### src/inc/ubc_pkg.sv
package ubc_pkg;
    localparam logic [31:0] OUT_CS_ADDR = 32'h8000_0014;
    localparam logic [31:0] IN_CS_ADDR = 32'h8000_0018;
    localparam logic [31:0] MASK_ADDR = 32'h8000_0040;
    localparam logic [31:0] IRQ_ADDR = 32'h8000_0044;
    localparam int OUT_RFS = 0;
    localparam int OUT_RPC = 1;
    localparam int OUT_RPE = 2;
    localparam int OUT_SST = 3;
    localparam int OUT_FST = 4;
    localparam int OUT_RNE = 5;
    localparam int IN_TFS = 0;
    localparam int IN_TPC = 1;
    localparam int IN_TPE = 2;
    localparam int IN_TUR = 3;
    localparam int IN_SST = 4;
    localparam int IN_FST = 5;
    localparam int MASK_RIM = 0;
    localparam int MASK_TIM = 1;
    localparam int IRQ_RIR = 1;
    localparam int IRQ_TIR = 2;
    localparam logic [4:0] RX_DEPTH = 5'h14;
    localparam logic [4:0] RX_SVC_LEVEL = 5'h0c;
    localparam logic [4:0] TX_SVC_LEVEL = 5'h08;
    localparam logic [4:0] CNT_EMPTY = 5'h00;
    localparam logic [7:0] REG_RESET = 8'h00;
    typedef enum logic [1:0] {
        HS_NONE = 2'h0,
        HS_ACK = 2'h1,
        HS_NAK = 2'h2,
        HS_STALL = 2'h3
    } ubc_hs_t;
    typedef enum logic [1:0] {
        ST_RUN = 2'h0,
        ST_ARM = 2'h1,
        ST_HALT = 2'h3
    } ubc_stall_t;
    typedef struct packed {
        logic out_token;
        logic in_token;
        logic out_done;
        logic out_bad;
        logic out_oversize;
        logic in_done;
        logic in_noack;
        logic in_underrun;
        logic busy;
        logic [4:0] rx_count;
        logic [4:0] tx_count;
    } ubc_link_in_t;
    typedef struct packed {
        ubc_hs_t out_hs;
        ubc_hs_t in_hs;
        logic corrupt_crc;
        logic tx_flush;
        logic out_toggle_clr;
        logic in_toggle_clr;
    } ubc_link_out_t;
endpackage

### src/design/ubc_bulk_ctrl.sv
// Implementation choice: the Avalon-MM register port.
`timescale 1ns/10ps
module ubc_bulk_ctrl (
    input wire logic core_clk_in,
    input wire logic reset_in,
    input wire logic [31:0] avs_address_in,
    input wire logic avs_read_in,
    input wire logic avs_write_in,
    input wire logic [31:0] avs_writedata_in,
    output logic [31:0] avs_readdata_out,
    output logic avs_waitrequest_out,
    input wire ubc_pkg::ubc_link_in_t link_in,
    output ubc_pkg::ubc_link_out_t link_out
);

    ubc_pkg::ubc_link_in_t ev;
    logic ack_q;
    logic wr_go;
    logic rd_go;
    logic w_out;
    logic w_in;
    logic w_mask;
    logic w_irq;
    logic [7:0] wdat;
    logic [31:0] rdata_q;
    logic rpc_q;
    logic rpe_q;
    logic tpc_q;
    logic tpe_q;
    logic tur_q;
    logic rir_q;
    logic tir_q;
    logic [1:0] mask_q;
    logic [1:0] fst_q;
    logic [1:0] sst_q;
    logic [1:0] fst_wr;
    logic [1:0] fst_val;
    logic [1:0] sst_clr;
    logic [1:0] sst_set;
    logic [1:0] force_halt;
    logic [1:0] tok;
    logic [1:0] halt;
    logic [1:0] tgl_q;
    ubc_pkg::ubc_stall_t st_q [2];
    ubc_pkg::ubc_hs_t out_hs_q;
    ubc_pkg::ubc_hs_t in_hs_q;
    logic crc_q;
    logic flush_q;
    logic rpc_clr;
    logic tpc_clr;
    logic [7:0] out_stat;
    logic [7:0] in_stat;
    logic [7:0] irq_stat;

    assign ev = link_in;

    // bus slave: one wait cycle per access
    assign avs_waitrequest_out = (avs_read_in | avs_write_in) & ~ack_q;
    assign wr_go = avs_write_in & ack_q;
    assign rd_go = avs_read_in & ~ack_q;
    assign wdat = avs_writedata_in[7:0];
    assign w_out = wr_go & (avs_address_in == ubc_pkg::OUT_CS_ADDR);
    assign w_in = wr_go & (avs_address_in == ubc_pkg::IN_CS_ADDR);
    assign w_mask = wr_go & (avs_address_in == ubc_pkg::MASK_ADDR);
    assign w_irq = wr_go & (avs_address_in == ubc_pkg::IRQ_ADDR);
    assign avs_readdata_out = rdata_q;

    always_ff @(posedge core_clk_in or posedge reset_in) begin
        if (reset_in) begin
            ack_q <= 1'b0;
        end else begin
            ack_q <= (avs_read_in | avs_write_in) & ~ack_q;
        end
    end

    // write side effects
    assign rpc_clr = w_out & wdat[ubc_pkg::OUT_RPC];
    assign tpc_clr = w_in & wdat[ubc_pkg::IN_TPC];
    assign fst_wr = {w_in, w_out};
    assign fst_val = {wdat[ubc_pkg::IN_FST], wdat[ubc_pkg::OUT_FST]};
    assign sst_clr[0] = w_out & wdat[ubc_pkg::OUT_SST];
    assign sst_clr[1] = w_in & wdat[ubc_pkg::IN_SST];
    assign force_halt = {1'b0, ev.out_oversize};
    assign tok = {ev.in_token, ev.out_token};

    // receive packet flags, set wins over clear
    always_ff @(posedge core_clk_in or posedge reset_in) begin
        if (reset_in) begin
            rpc_q <= 1'b0;
        end else if (ev.out_done) begin
            rpc_q <= 1'b1;
        end else if (rpc_clr) begin
            rpc_q <= 1'b0;
        end
    end

    always_ff @(posedge core_clk_in or posedge reset_in) begin
        if (reset_in) begin
            rpe_q <= 1'b0;
        end else if (ev.out_bad) begin
            rpe_q <= 1'b1;
        end else if (rpc_clr) begin
            rpe_q <= 1'b0;
        end
    end

    // transmit packet flags
    always_ff @(posedge core_clk_in or posedge reset_in) begin
        if (reset_in) begin
            tpc_q <= 1'b0;
        end else if (ev.in_done) begin
            tpc_q <= 1'b1;
        end else if (tpc_clr) begin
            tpc_q <= 1'b0;
        end
    end

    always_ff @(posedge core_clk_in or posedge reset_in) begin
        if (reset_in) begin
            tpe_q <= 1'b0;
        end else if (ev.in_noack) begin
            tpe_q <= 1'b1;
        end else if (tpc_clr) begin
            tpe_q <= 1'b0;
        end
    end

    always_ff @(posedge core_clk_in or posedge reset_in) begin
        if (reset_in) begin
            tur_q <= 1'b0;
        end else if (ev.in_underrun) begin
            tur_q <= 1'b1;
        end else if (tpc_clr) begin
            tur_q <= 1'b0;
        end
    end

    // interrupt masks and request bits
    always_ff @(posedge core_clk_in or posedge reset_in) begin
        if (reset_in) begin
            mask_q <= 2'h0;
        end else if (w_mask) begin
            mask_q <= {wdat[ubc_pkg::MASK_TIM], wdat[ubc_pkg::MASK_RIM]};
        end
    end

    always_ff @(posedge core_clk_in or posedge reset_in) begin
        if (reset_in) begin
            rir_q <= 1'b0;
        end else if (ev.out_done & ~mask_q[ubc_pkg::MASK_RIM]) begin
            rir_q <= 1'b1;
        end else if (w_irq & wdat[ubc_pkg::IRQ_RIR]) begin
            rir_q <= 1'b0;
        end
    end

    always_ff @(posedge core_clk_in or posedge reset_in) begin
        if (reset_in) begin
            tir_q <= 1'b0;
        end else if (ev.in_done & ~mask_q[ubc_pkg::MASK_TIM]) begin
            tir_q <= 1'b1;
        end else if (w_irq & wdat[ubc_pkg::IRQ_TIR]) begin
            tir_q <= 1'b0;
        end
    end

    // per endpoint stall control: 0 is OUT, 1 is IN
    for (genvar i = 0; i < 2; i++) begin : g_ep
        assign halt[i] = (st_q[i] == ubc_pkg::ST_HALT);
        assign sst_set[i] = force_halt[i] | (halt[i] & tok[i])
            | ((st_q[i] == ubc_pkg::ST_ARM) & fst_q[i] & ~ev.busy);

        always_ff @(posedge core_clk_in or posedge reset_in) begin
            if (reset_in) begin
                fst_q[i] <= 1'b0;
            end else if (fst_wr[i]) begin
                fst_q[i] <= fst_val[i];
            end
        end

        always_ff @(posedge core_clk_in or posedge reset_in) begin
            if (reset_in) begin
                sst_q[i] <= 1'b0;
            end else if (sst_set[i]) begin
                sst_q[i] <= 1'b1;
            end else if (sst_clr[i]) begin
                sst_q[i] <= 1'b0;
            end
        end

        always_ff @(posedge core_clk_in or posedge reset_in) begin
            if (reset_in) begin
                st_q[i] <= ubc_pkg::ST_RUN;
            end else begin
                case (st_q[i])
                    ubc_pkg::ST_RUN: begin
                        if (force_halt[i]) begin
                            st_q[i] <= ubc_pkg::ST_HALT;
                        end else if (fst_q[i]) begin
                            st_q[i] <= ubc_pkg::ST_ARM;
                        end
                    end
                    ubc_pkg::ST_ARM: begin
                        if (force_halt[i] || (fst_q[i] && !ev.busy)) begin
                            st_q[i] <= ubc_pkg::ST_HALT;
                        end else if (!fst_q[i]) begin
                            st_q[i] <= ubc_pkg::ST_RUN;
                        end
                    end
                    ubc_pkg::ST_HALT: begin
                        if (!fst_q[i] && !sst_q[i]) begin
                            st_q[i] <= ubc_pkg::ST_RUN;
                        end
                    end
                    default: begin
                        st_q[i] <= ubc_pkg::ST_RUN;
                    end
                endcase
            end
        end

        always_ff @(posedge core_clk_in or posedge reset_in) begin
            if (reset_in) begin
                tgl_q[i] <= 1'b0;
            end else begin
                tgl_q[i] <= halt[i] & ~fst_q[i] & ~sst_q[i];
            end
        end
    end

    // token answers, stall ahead of nak
    always_ff @(posedge core_clk_in or posedge reset_in) begin
        if (reset_in) begin
            out_hs_q <= ubc_pkg::HS_NONE;
        end else if (force_halt[0] | (tok[0] & halt[0])) begin
            out_hs_q <= ubc_pkg::HS_STALL;
        end else if (tok[0]) begin
            out_hs_q <= rpc_q ? ubc_pkg::HS_NAK : ubc_pkg::HS_ACK;
        end else begin
            out_hs_q <= ubc_pkg::HS_NONE;
        end
    end

    always_ff @(posedge core_clk_in or posedge reset_in) begin
        if (reset_in) begin
            in_hs_q <= ubc_pkg::HS_NONE;
        end else if (tok[1] & halt[1]) begin
            in_hs_q <= ubc_pkg::HS_STALL;
        end else if (tok[1] & (tpc_q | (ev.tx_count == ubc_pkg::CNT_EMPTY))) begin
            in_hs_q <= ubc_pkg::HS_NAK;
        end else if (tok[1]) begin
            in_hs_q <= ubc_pkg::HS_ACK;
        end else begin
            in_hs_q <= ubc_pkg::HS_NONE;
        end
    end

    always_ff @(posedge core_clk_in or posedge reset_in) begin
        if (reset_in) begin
            crc_q <= 1'b0;
        end else begin
            crc_q <= ev.in_underrun;
        end
    end

    always_ff @(posedge core_clk_in or posedge reset_in) begin
        if (reset_in) begin
            flush_q <= 1'b0;
        end else begin
            flush_q <= sst_clr[1] & sst_q[1] & ~sst_set[1];
        end
    end

    assign link_out.out_hs = out_hs_q;
    assign link_out.in_hs = in_hs_q;
    assign link_out.corrupt_crc = crc_q;
    assign link_out.tx_flush = flush_q;
    assign link_out.out_toggle_clr = tgl_q[0];
    assign link_out.in_toggle_clr = tgl_q[1];

    // status images
    always_comb begin
        out_stat = ubc_pkg::REG_RESET;
        out_stat[ubc_pkg::OUT_RFS] = (ev.rx_count >= ubc_pkg::RX_SVC_LEVEL);
        out_stat[ubc_pkg::OUT_RPC] = rpc_q;
        out_stat[ubc_pkg::OUT_RPE] = rpe_q;
        out_stat[ubc_pkg::OUT_SST] = sst_q[0];
        out_stat[ubc_pkg::OUT_FST] = fst_q[0];
        out_stat[ubc_pkg::OUT_RNE] = (ev.rx_count != ubc_pkg::CNT_EMPTY);
        in_stat = ubc_pkg::REG_RESET;
        in_stat[ubc_pkg::IN_TFS] = (ev.tx_count <= ubc_pkg::TX_SVC_LEVEL);
        in_stat[ubc_pkg::IN_TPC] = tpc_q;
        in_stat[ubc_pkg::IN_TPE] = tpe_q;
        in_stat[ubc_pkg::IN_TUR] = tur_q;
        in_stat[ubc_pkg::IN_SST] = sst_q[1];
        in_stat[ubc_pkg::IN_FST] = fst_q[1];
        irq_stat = ubc_pkg::REG_RESET;
        irq_stat[ubc_pkg::IRQ_RIR] = rir_q;
        irq_stat[ubc_pkg::IRQ_TIR] = tir_q;
    end

    always_ff @(posedge core_clk_in or posedge reset_in) begin
        if (reset_in) begin
            rdata_q <= 32'h0;
        end else if (rd_go) begin
            case (avs_address_in)
                ubc_pkg::OUT_CS_ADDR: rdata_q <= {24'h0, out_stat};
                ubc_pkg::IN_CS_ADDR: rdata_q <= {24'h0, in_stat};
                ubc_pkg::MASK_ADDR: rdata_q <= {30'h0, mask_q};
                ubc_pkg::IRQ_ADDR: rdata_q <= {24'h0, irq_stat};
                default: rdata_q <= 32'h0;
            endcase
        end
    end
endmodule

### config.mk
export PLATFORM = sky130hd
export DESIGN_NAME = ubc_bulk_ctrl
export DESIGN_NICKNAME = d
export VERILOG_FILES = /design/src/inc/ubc_pkg.sv /design/src/design/ubc_bulk_ctrl.sv
export SDC_FILE = /design/constraint.sdc
export NUM_CORES = 1
export LEC_CHECK = 0
export BUFFER_PORTS_ARGS = -buffer_cell sky130_fd_sc_hd__buf_2
export CAP_MARGIN = 20
export CORE_MARGIN = 2
export CORE_UTILIZATION = 30
export CTS_CLUSTER_SIZE = 24
export DETAILED_ROUTE_END_ITERATION = 8
export PLACE_DENSITY = 0.76
export SYNTH_ARGS = -nofsm -noshare
export SYNTH_HDL_FRONTEND = slang
export SYNTH_SLANG_ARGS = --single-unit
export TNS_END_PERCENT = 5
### constraint.sdc
create_clock -name core_clk_in -period 1.5 [get_ports core_clk_in]
set_input_delay 0.225 -clock core_clk_in [delete_from_list [all_inputs] [get_ports core_clk_in]]
set_output_delay 0.225 -clock core_clk_in [all_outputs]
set_load 0.01 [all_outputs]
Word-level counts from Yosys, hierarchy flattened. Cells that the tools add are included.

Bits in registers: 58. Bits of input ports: 87. Output and inout bits: 41. Logic and storage cells: 138.

Order comparisons: 2. Equal/unequal tests: 14. Mux-type cells: 33. Bitwise logic cells: 42. Reductions and logical operators: 25.

Operators with widths (number): 32-bit == test, second input constant (4); 1-bit bitwise AND (28); 2-bit two-way mux (14); 6-bit one-hot mux with 4 select lines (1); 2-bit nonzero test (9); 1-bit two-way mux (16); 2-bit one-hot mux with 3 select lines (2); 1-bit NOT (9); 3-bit by 2-bit inequality test with 1-bit output, second input constant (2); 3-bit AND reduction (2); 5-bit by 4-bit greater-or-equal comparator with 1-bit output, second input constant (1); 5-bit by 4-bit less-or-equal comparator with 1-bit output, second input constant (1); 1-bit zero test (5); 5-bit zero test (1); 1-bit bitwise OR (5); 5-bit nonzero test (1); 2-bit by 1-bit == test with 1-bit output, second input constant (2); 2-bit == test, second input constant (2); 1-bit logical AND (4); 2-bit zero test (2); 2-bit by 1-bit inequality test with 1-bit output, second input constant (2); 3-bit inequality test, second input constant (1); 2-bit inequality test, second input constant (1); 1-bit logical OR (1).

Longest topological paths before layout.
Word-level depth: 6. Gate-level depth with buffers: 5. Mapped depth without buffers: 4.

Least setup slack after synthesis. No wires, ideal clock.

Path type: input to register. From: input port avs_address_in[2]. To: register fst_q[1]. Setup time: 0.125 ns. Data arrival time: 1.764 ns. Data required time: 1.375 ns. Path slack: -0.389 ns. Cell stages on the path: 4. Buffers on the path: 0. Cell sequence: or4b_2 or2_2 nor3_4 mux2_2.

Cells in the longest elaborated chain, start to end: 2.

Ends and longest elaborated chain: start, declared (RTL line ubc_bulk_ctrl.sv:6) `input wire logic [31:0] avs_address_in,`; 32-bit == test (RTL line ubc_bulk_ctrl.sv:63) `assign w_in = wr_go & (avs_address_in == ubc_pkg::IN_CS_ADDR);`; 1-bit bitwise AND (RTL line ubc_bulk_ctrl.sv:63); end signal, assigned by index (RTL line ubc_bulk_ctrl.sv:177) `fst_q[i] <= fst_val[i];`; end, declared (RTL line ubc_bulk_ctrl.sv:34) `logic [1:0] fst_q;`.

No other way between the ends. A chain may end at the register's enable or synchronous reset.

Worst setup path in the final report.
From: input port avs_address_in[5]. To: register rdata_q[5], in the netlist avs_readdata_out[5].

Cells in the longest elaborated chain, start to end: 2. Elaborated cells on any way between the ends: 5. Classes of those cells: eq/ne: 4; mux: 1.

Ends and longest elaborated chain: 32-bit == test (RTL line ubc_bulk_ctrl.sv:306) `case (avs_address_in)`; 6-bit one-hot mux with 4 select lines (*) (RTL line ubc_bulk_ctrl.sv:306); end signal, assigned (RTL line ubc_bulk_ctrl.sv:307) `ubc_pkg::OUT_CS_ADDR: rdata_q <= {24'h0, out_stat};`; end signal, assigned (RTL line ubc_bulk_ctrl.sv:308) `ubc_pkg::IN_CS_ADDR: rdata_q <= {24'h0, in_stat};`; end signal, assigned (RTL line ubc_bulk_ctrl.sv:309) `ubc_pkg::MASK_ADDR: rdata_q <= {30'h0, mask_q};`; end, declared (RTL line ubc_bulk_ctrl.sv:25) `logic [31:0] rdata_q;`.

Every way passes the cells marked *; elsewhere a longest branch is shown, timed or not.

==> flow_summary_export.csv <==
group,metric,value,unit
yosys,ys_seq_area_frac,0.452,
clock_network,clkLatencyLatePin,0.28,ns
drt,first_pass_iters,4,
critical_path,endpoint_kind,"flop",
layout,postLayoutCellArea,2440,sq um
status,violations,"negative setup slack",
timing,period_share,1.06,
global_route,grt_max_degree,33,
power_and_ir_drop,finalPower,2.13,mW
timing,fin_skew,0.00682,ns
yosys,avgSynthCellArea,9.33,sq um
die,core_area,5610,sq um
placed_design,dp_slack,-0.382,ns
placed_design,place_congestion,0.805,
power_and_ir_drop,ir_drop,316,uV
critical_path,r2r-start,"ack_q$_DFF_PP0_",
drt,post_drt_wl_per_cell,12.3,um
critical_path,cp_max_fo,6,
timing,fin_hold_ws,0.0134,ns
critical_path,critPathMaxStageDelay,0.54,ns
layout,multi_input_area,853,sq um
yosys,netlist_area,1770,sq um
critical_path,cp.required,1.70,ns
critical_path,arrival,1.79,ns
clock_network,cts.sinks,32,
die,io_pins,128,
drt,vias_per_cell,4.53,
critical_path,crit_chain,"buf_6, or4b_4, or4_4, a311o_1, o21ai_1",
drt,wl,4400,um
layout,postLayoutCoreUtil,0.436,
layout,syn2layout_area_growth,37.8,%
clock_network,htreeDepth,2,
yosys,synth_top_area_share,0.452,
placed_design,port_buffers,75,
drt,drc,0,
critical_path,critPathBufInv,1,
global_route,grt_pass1_wl,7200,um
job,drv_cap,0,
clock_network,numCtsBuffers,5,
power_and_ir_drop,leakage,1.24,nW
die,initial_core_util,0.316,
drt,vias,1621,
die,fp.dieH,80.9,um
placed_design,placed_area,2280,sq um
critical_path,cpMaxStageDelayCell,"or4b_4",
global_route,grt_pass1_vias,1573,
yosys,synth_cell_types,41,
layout,drive_gt1_frac,0.413,
clock_network,clockBufferDepth,2,
yosys,ys_top_cells_by_area,"dfrtp_1, buf_4, inv_1",
clock_network,cts-root-buf,"clkbuf_8",
power_and_ir_drop,power.density,873,nW/um^2
timing,rsz0062_at_grt,"true",
timing,fmax,0.629,GHz
min_path,min_path_type,"input pin to asynchronous set/reset pin",
timing,setup_viol,6,
clock_network,clk_pin_slew,0.06,ns
critical_path,reg2reg_slack,0.17,ns
status,status,"finished with violations",
critical_path,path_class,"input pin to flop",
die,die_area,6540,sq um
timing,drv_slew,0,
timing,finalHoldViolCount,0,
layout,diodes,0,
global_route,grt_antenna_before_repair,0,
yosys,ys_ff_latch,32,
layout,layout.nets,372,
yosys,yosysTopAreaCell,"dfrtp_1",
critical_path,startpoint_type,"input pin",
die,dieWidth,80.9,um
layout,instances_no_fill,358,
drt,dr.first_iter.drc_count,79,
timing,worst_slack,-0.0901,ns
timing,fin_tns_setup,-0.454,ns
clock_network,hold_buffers,0,
placed_design,dpl.cell_count,350,
layout,nFillCells,575,
placed_design,dp_hpwl,3560,um
yosys,synthCells,190,
critical_path,r2r_cells,5,
global_route,grt_remaining_overflow,0,
drt,ant_nets,0,
yosys,yosys_warnings,0,
global_route,grt_usage,0.144,
die,rows,27,
clock_network,cts_tree,"yes",
timing,period_minus_slack,1.59,ns
critical_path,cp_top_family,"simple AND/OR/NAND/NOR gates",
critical_path,r2r_end,"flush_q$_DFF_PP0_",
layout,regArea,801,sq um
==> sequential cells by signal, summed over array words and instances, names as in the netlist, 2 cells and up <==
signal	count
st_q	4
mask_q	2
avs_readdata_out	6
in_hs_q	2
out_hs_q	2
fst_q	2
link_out	2
==> layout make-up <==
cell class,count,area share
Clock buffer,7,0.0394
Clock inverter,1,0.0123
Inverter,17,0.0261
Multi-Input combinational cell,137,0.349
Sequential cell,32,0.328
Tap cell,72,0.0369
Timing Repair Buffer,92,0.208
==> cells in the mapped netlist <==
master / number
and2_1: 1
nor3b_1: 2
or2_2: 3
nor2_1: 13
conb_1: 1
a31oi_1: 6
nor4b_1: 1
o22ai_1: 2
inv_1: 17
nand2b_1: 1
nand4b_1: 1
o41ai_1: 2
nor4_1: 6
a311o_1: 1
nor2b_1: 2
a21oi_1: 9
a21boi_0: 2
o31a_1: 1
clkbuf_1: 1
or4b_4: 1
nor3_4: 1
or4_1: 2
mux2i_1: 1
o21ai_1: 6
o21ai_0: 5
mux2_2: 4
nor4b_2: 1
o211ai_1: 1
a222oi_1: 1
nand2_1: 15
a2111oi_0: 1
a221oi_1: 1
or4b_2: 1
and4_1: 1
a22oi_1: 3
or4b_1: 2
dfrtp_1: 32
nor3_1: 8
nand4_1: 2
buf_4: 28
or3_1: 1
==> worst max-delay path by stage <==
stage	startpoint	endpoint	slack, ns	cells past startpoint
floorplan	avs_address_in[5]	fst_q[1]$_DFFE_PP0N_	-0.22	4
detailed placement	avs_address_in[5]	avs_readdata_out[4]$_DFFE_PP0P_	-0.38	5
global route	avs_address_in[5]	avs_readdata_out[5]$_DFFE_PP0P_	-0.17	5
finish	avs_address_in[5]	avs_readdata_out[5]$_DFFE_PP0P_	-0.09	5
CTS	avs_address_in[5]	avs_readdata_out[5]$_DFFE_PP0P_	-0.08	5
global placement	avs_address_in[5]	avs_readdata_out[3]$_DFFE_PP0P_	-0.36	5
==> cells by family (layout without fill, tap and decap cells) <==
| kind of cell | Yosys count | after routing | synth area share |
|---|---|---|---|
| simple gates | 65 | 65 | 0.212 |
| buf+inv | 46 | 117 | 0.157 |
| compound gates | 41 | 41 | 0.146 |
| flops | 32 | 32 | 0.452 |
| mux | 5 | 5 | 0.0310 |
| other cells | 1 | 26 | 0.00212 |
==> worst min-delay path, stage by stage <==
cell and delay [ns]:
buf_2 0.09, inv_1 0.04, buf_4 0.35
==> timing repair <==
| action | 4_1_cts | 5_1_grt |
|---|---|---|
| setup endpoints to repair | 9 | 11 |
| pin swaps | 1 | 1 |
| cloned | 0 | 0 |
| resized for setup | 3 | 4 |
| buffers inserted | 0 | 0 |
==> cell usage in the layout, fill, tap and decap left out, types with 2 or more instances in the layout <==
master	synthesis	routed
a31oi_1	6	6
o21ai_0	5	4
conb_1	1	26
dfrtp_1	32	32
nor3_1	8	7
nor4_1	6	5
nor2b_1	2	2
a21oi_1	9	9
or4b_4	1	4
nand4_1	2	2
o21ai_1	6	7
clkbuf_8	0	7
a22oi_1	3	3
buf_2	0	74
nor3_4	1	2
a21boi_0	2	2
mux2_2	4	3
nor2_1	13	13
o41ai_2	0	2
or2_4	0	2
inv_1	17	17
nand2_1	15	15
nor3b_1	2	2
o22ai_1	2	2
buf_4	28	17
==> routing by layer <==
layer	vias up	routed length (um)	track usage
met1	746	1930	0.178
li1	813	-	-
met4	0	74	0.0610
met2	58	2130	0.240
met3	4	264	0.0322
met5	-	0	0
==> power by group <==
part           internal (mW)  leakage (nW)  switching (mW)
combinational          0.132         0.790           0.161
sequential             0.904         0.385          0.0470
clock                  0.586        0.0645           0.304
Power figures use the tool's default switching activity.
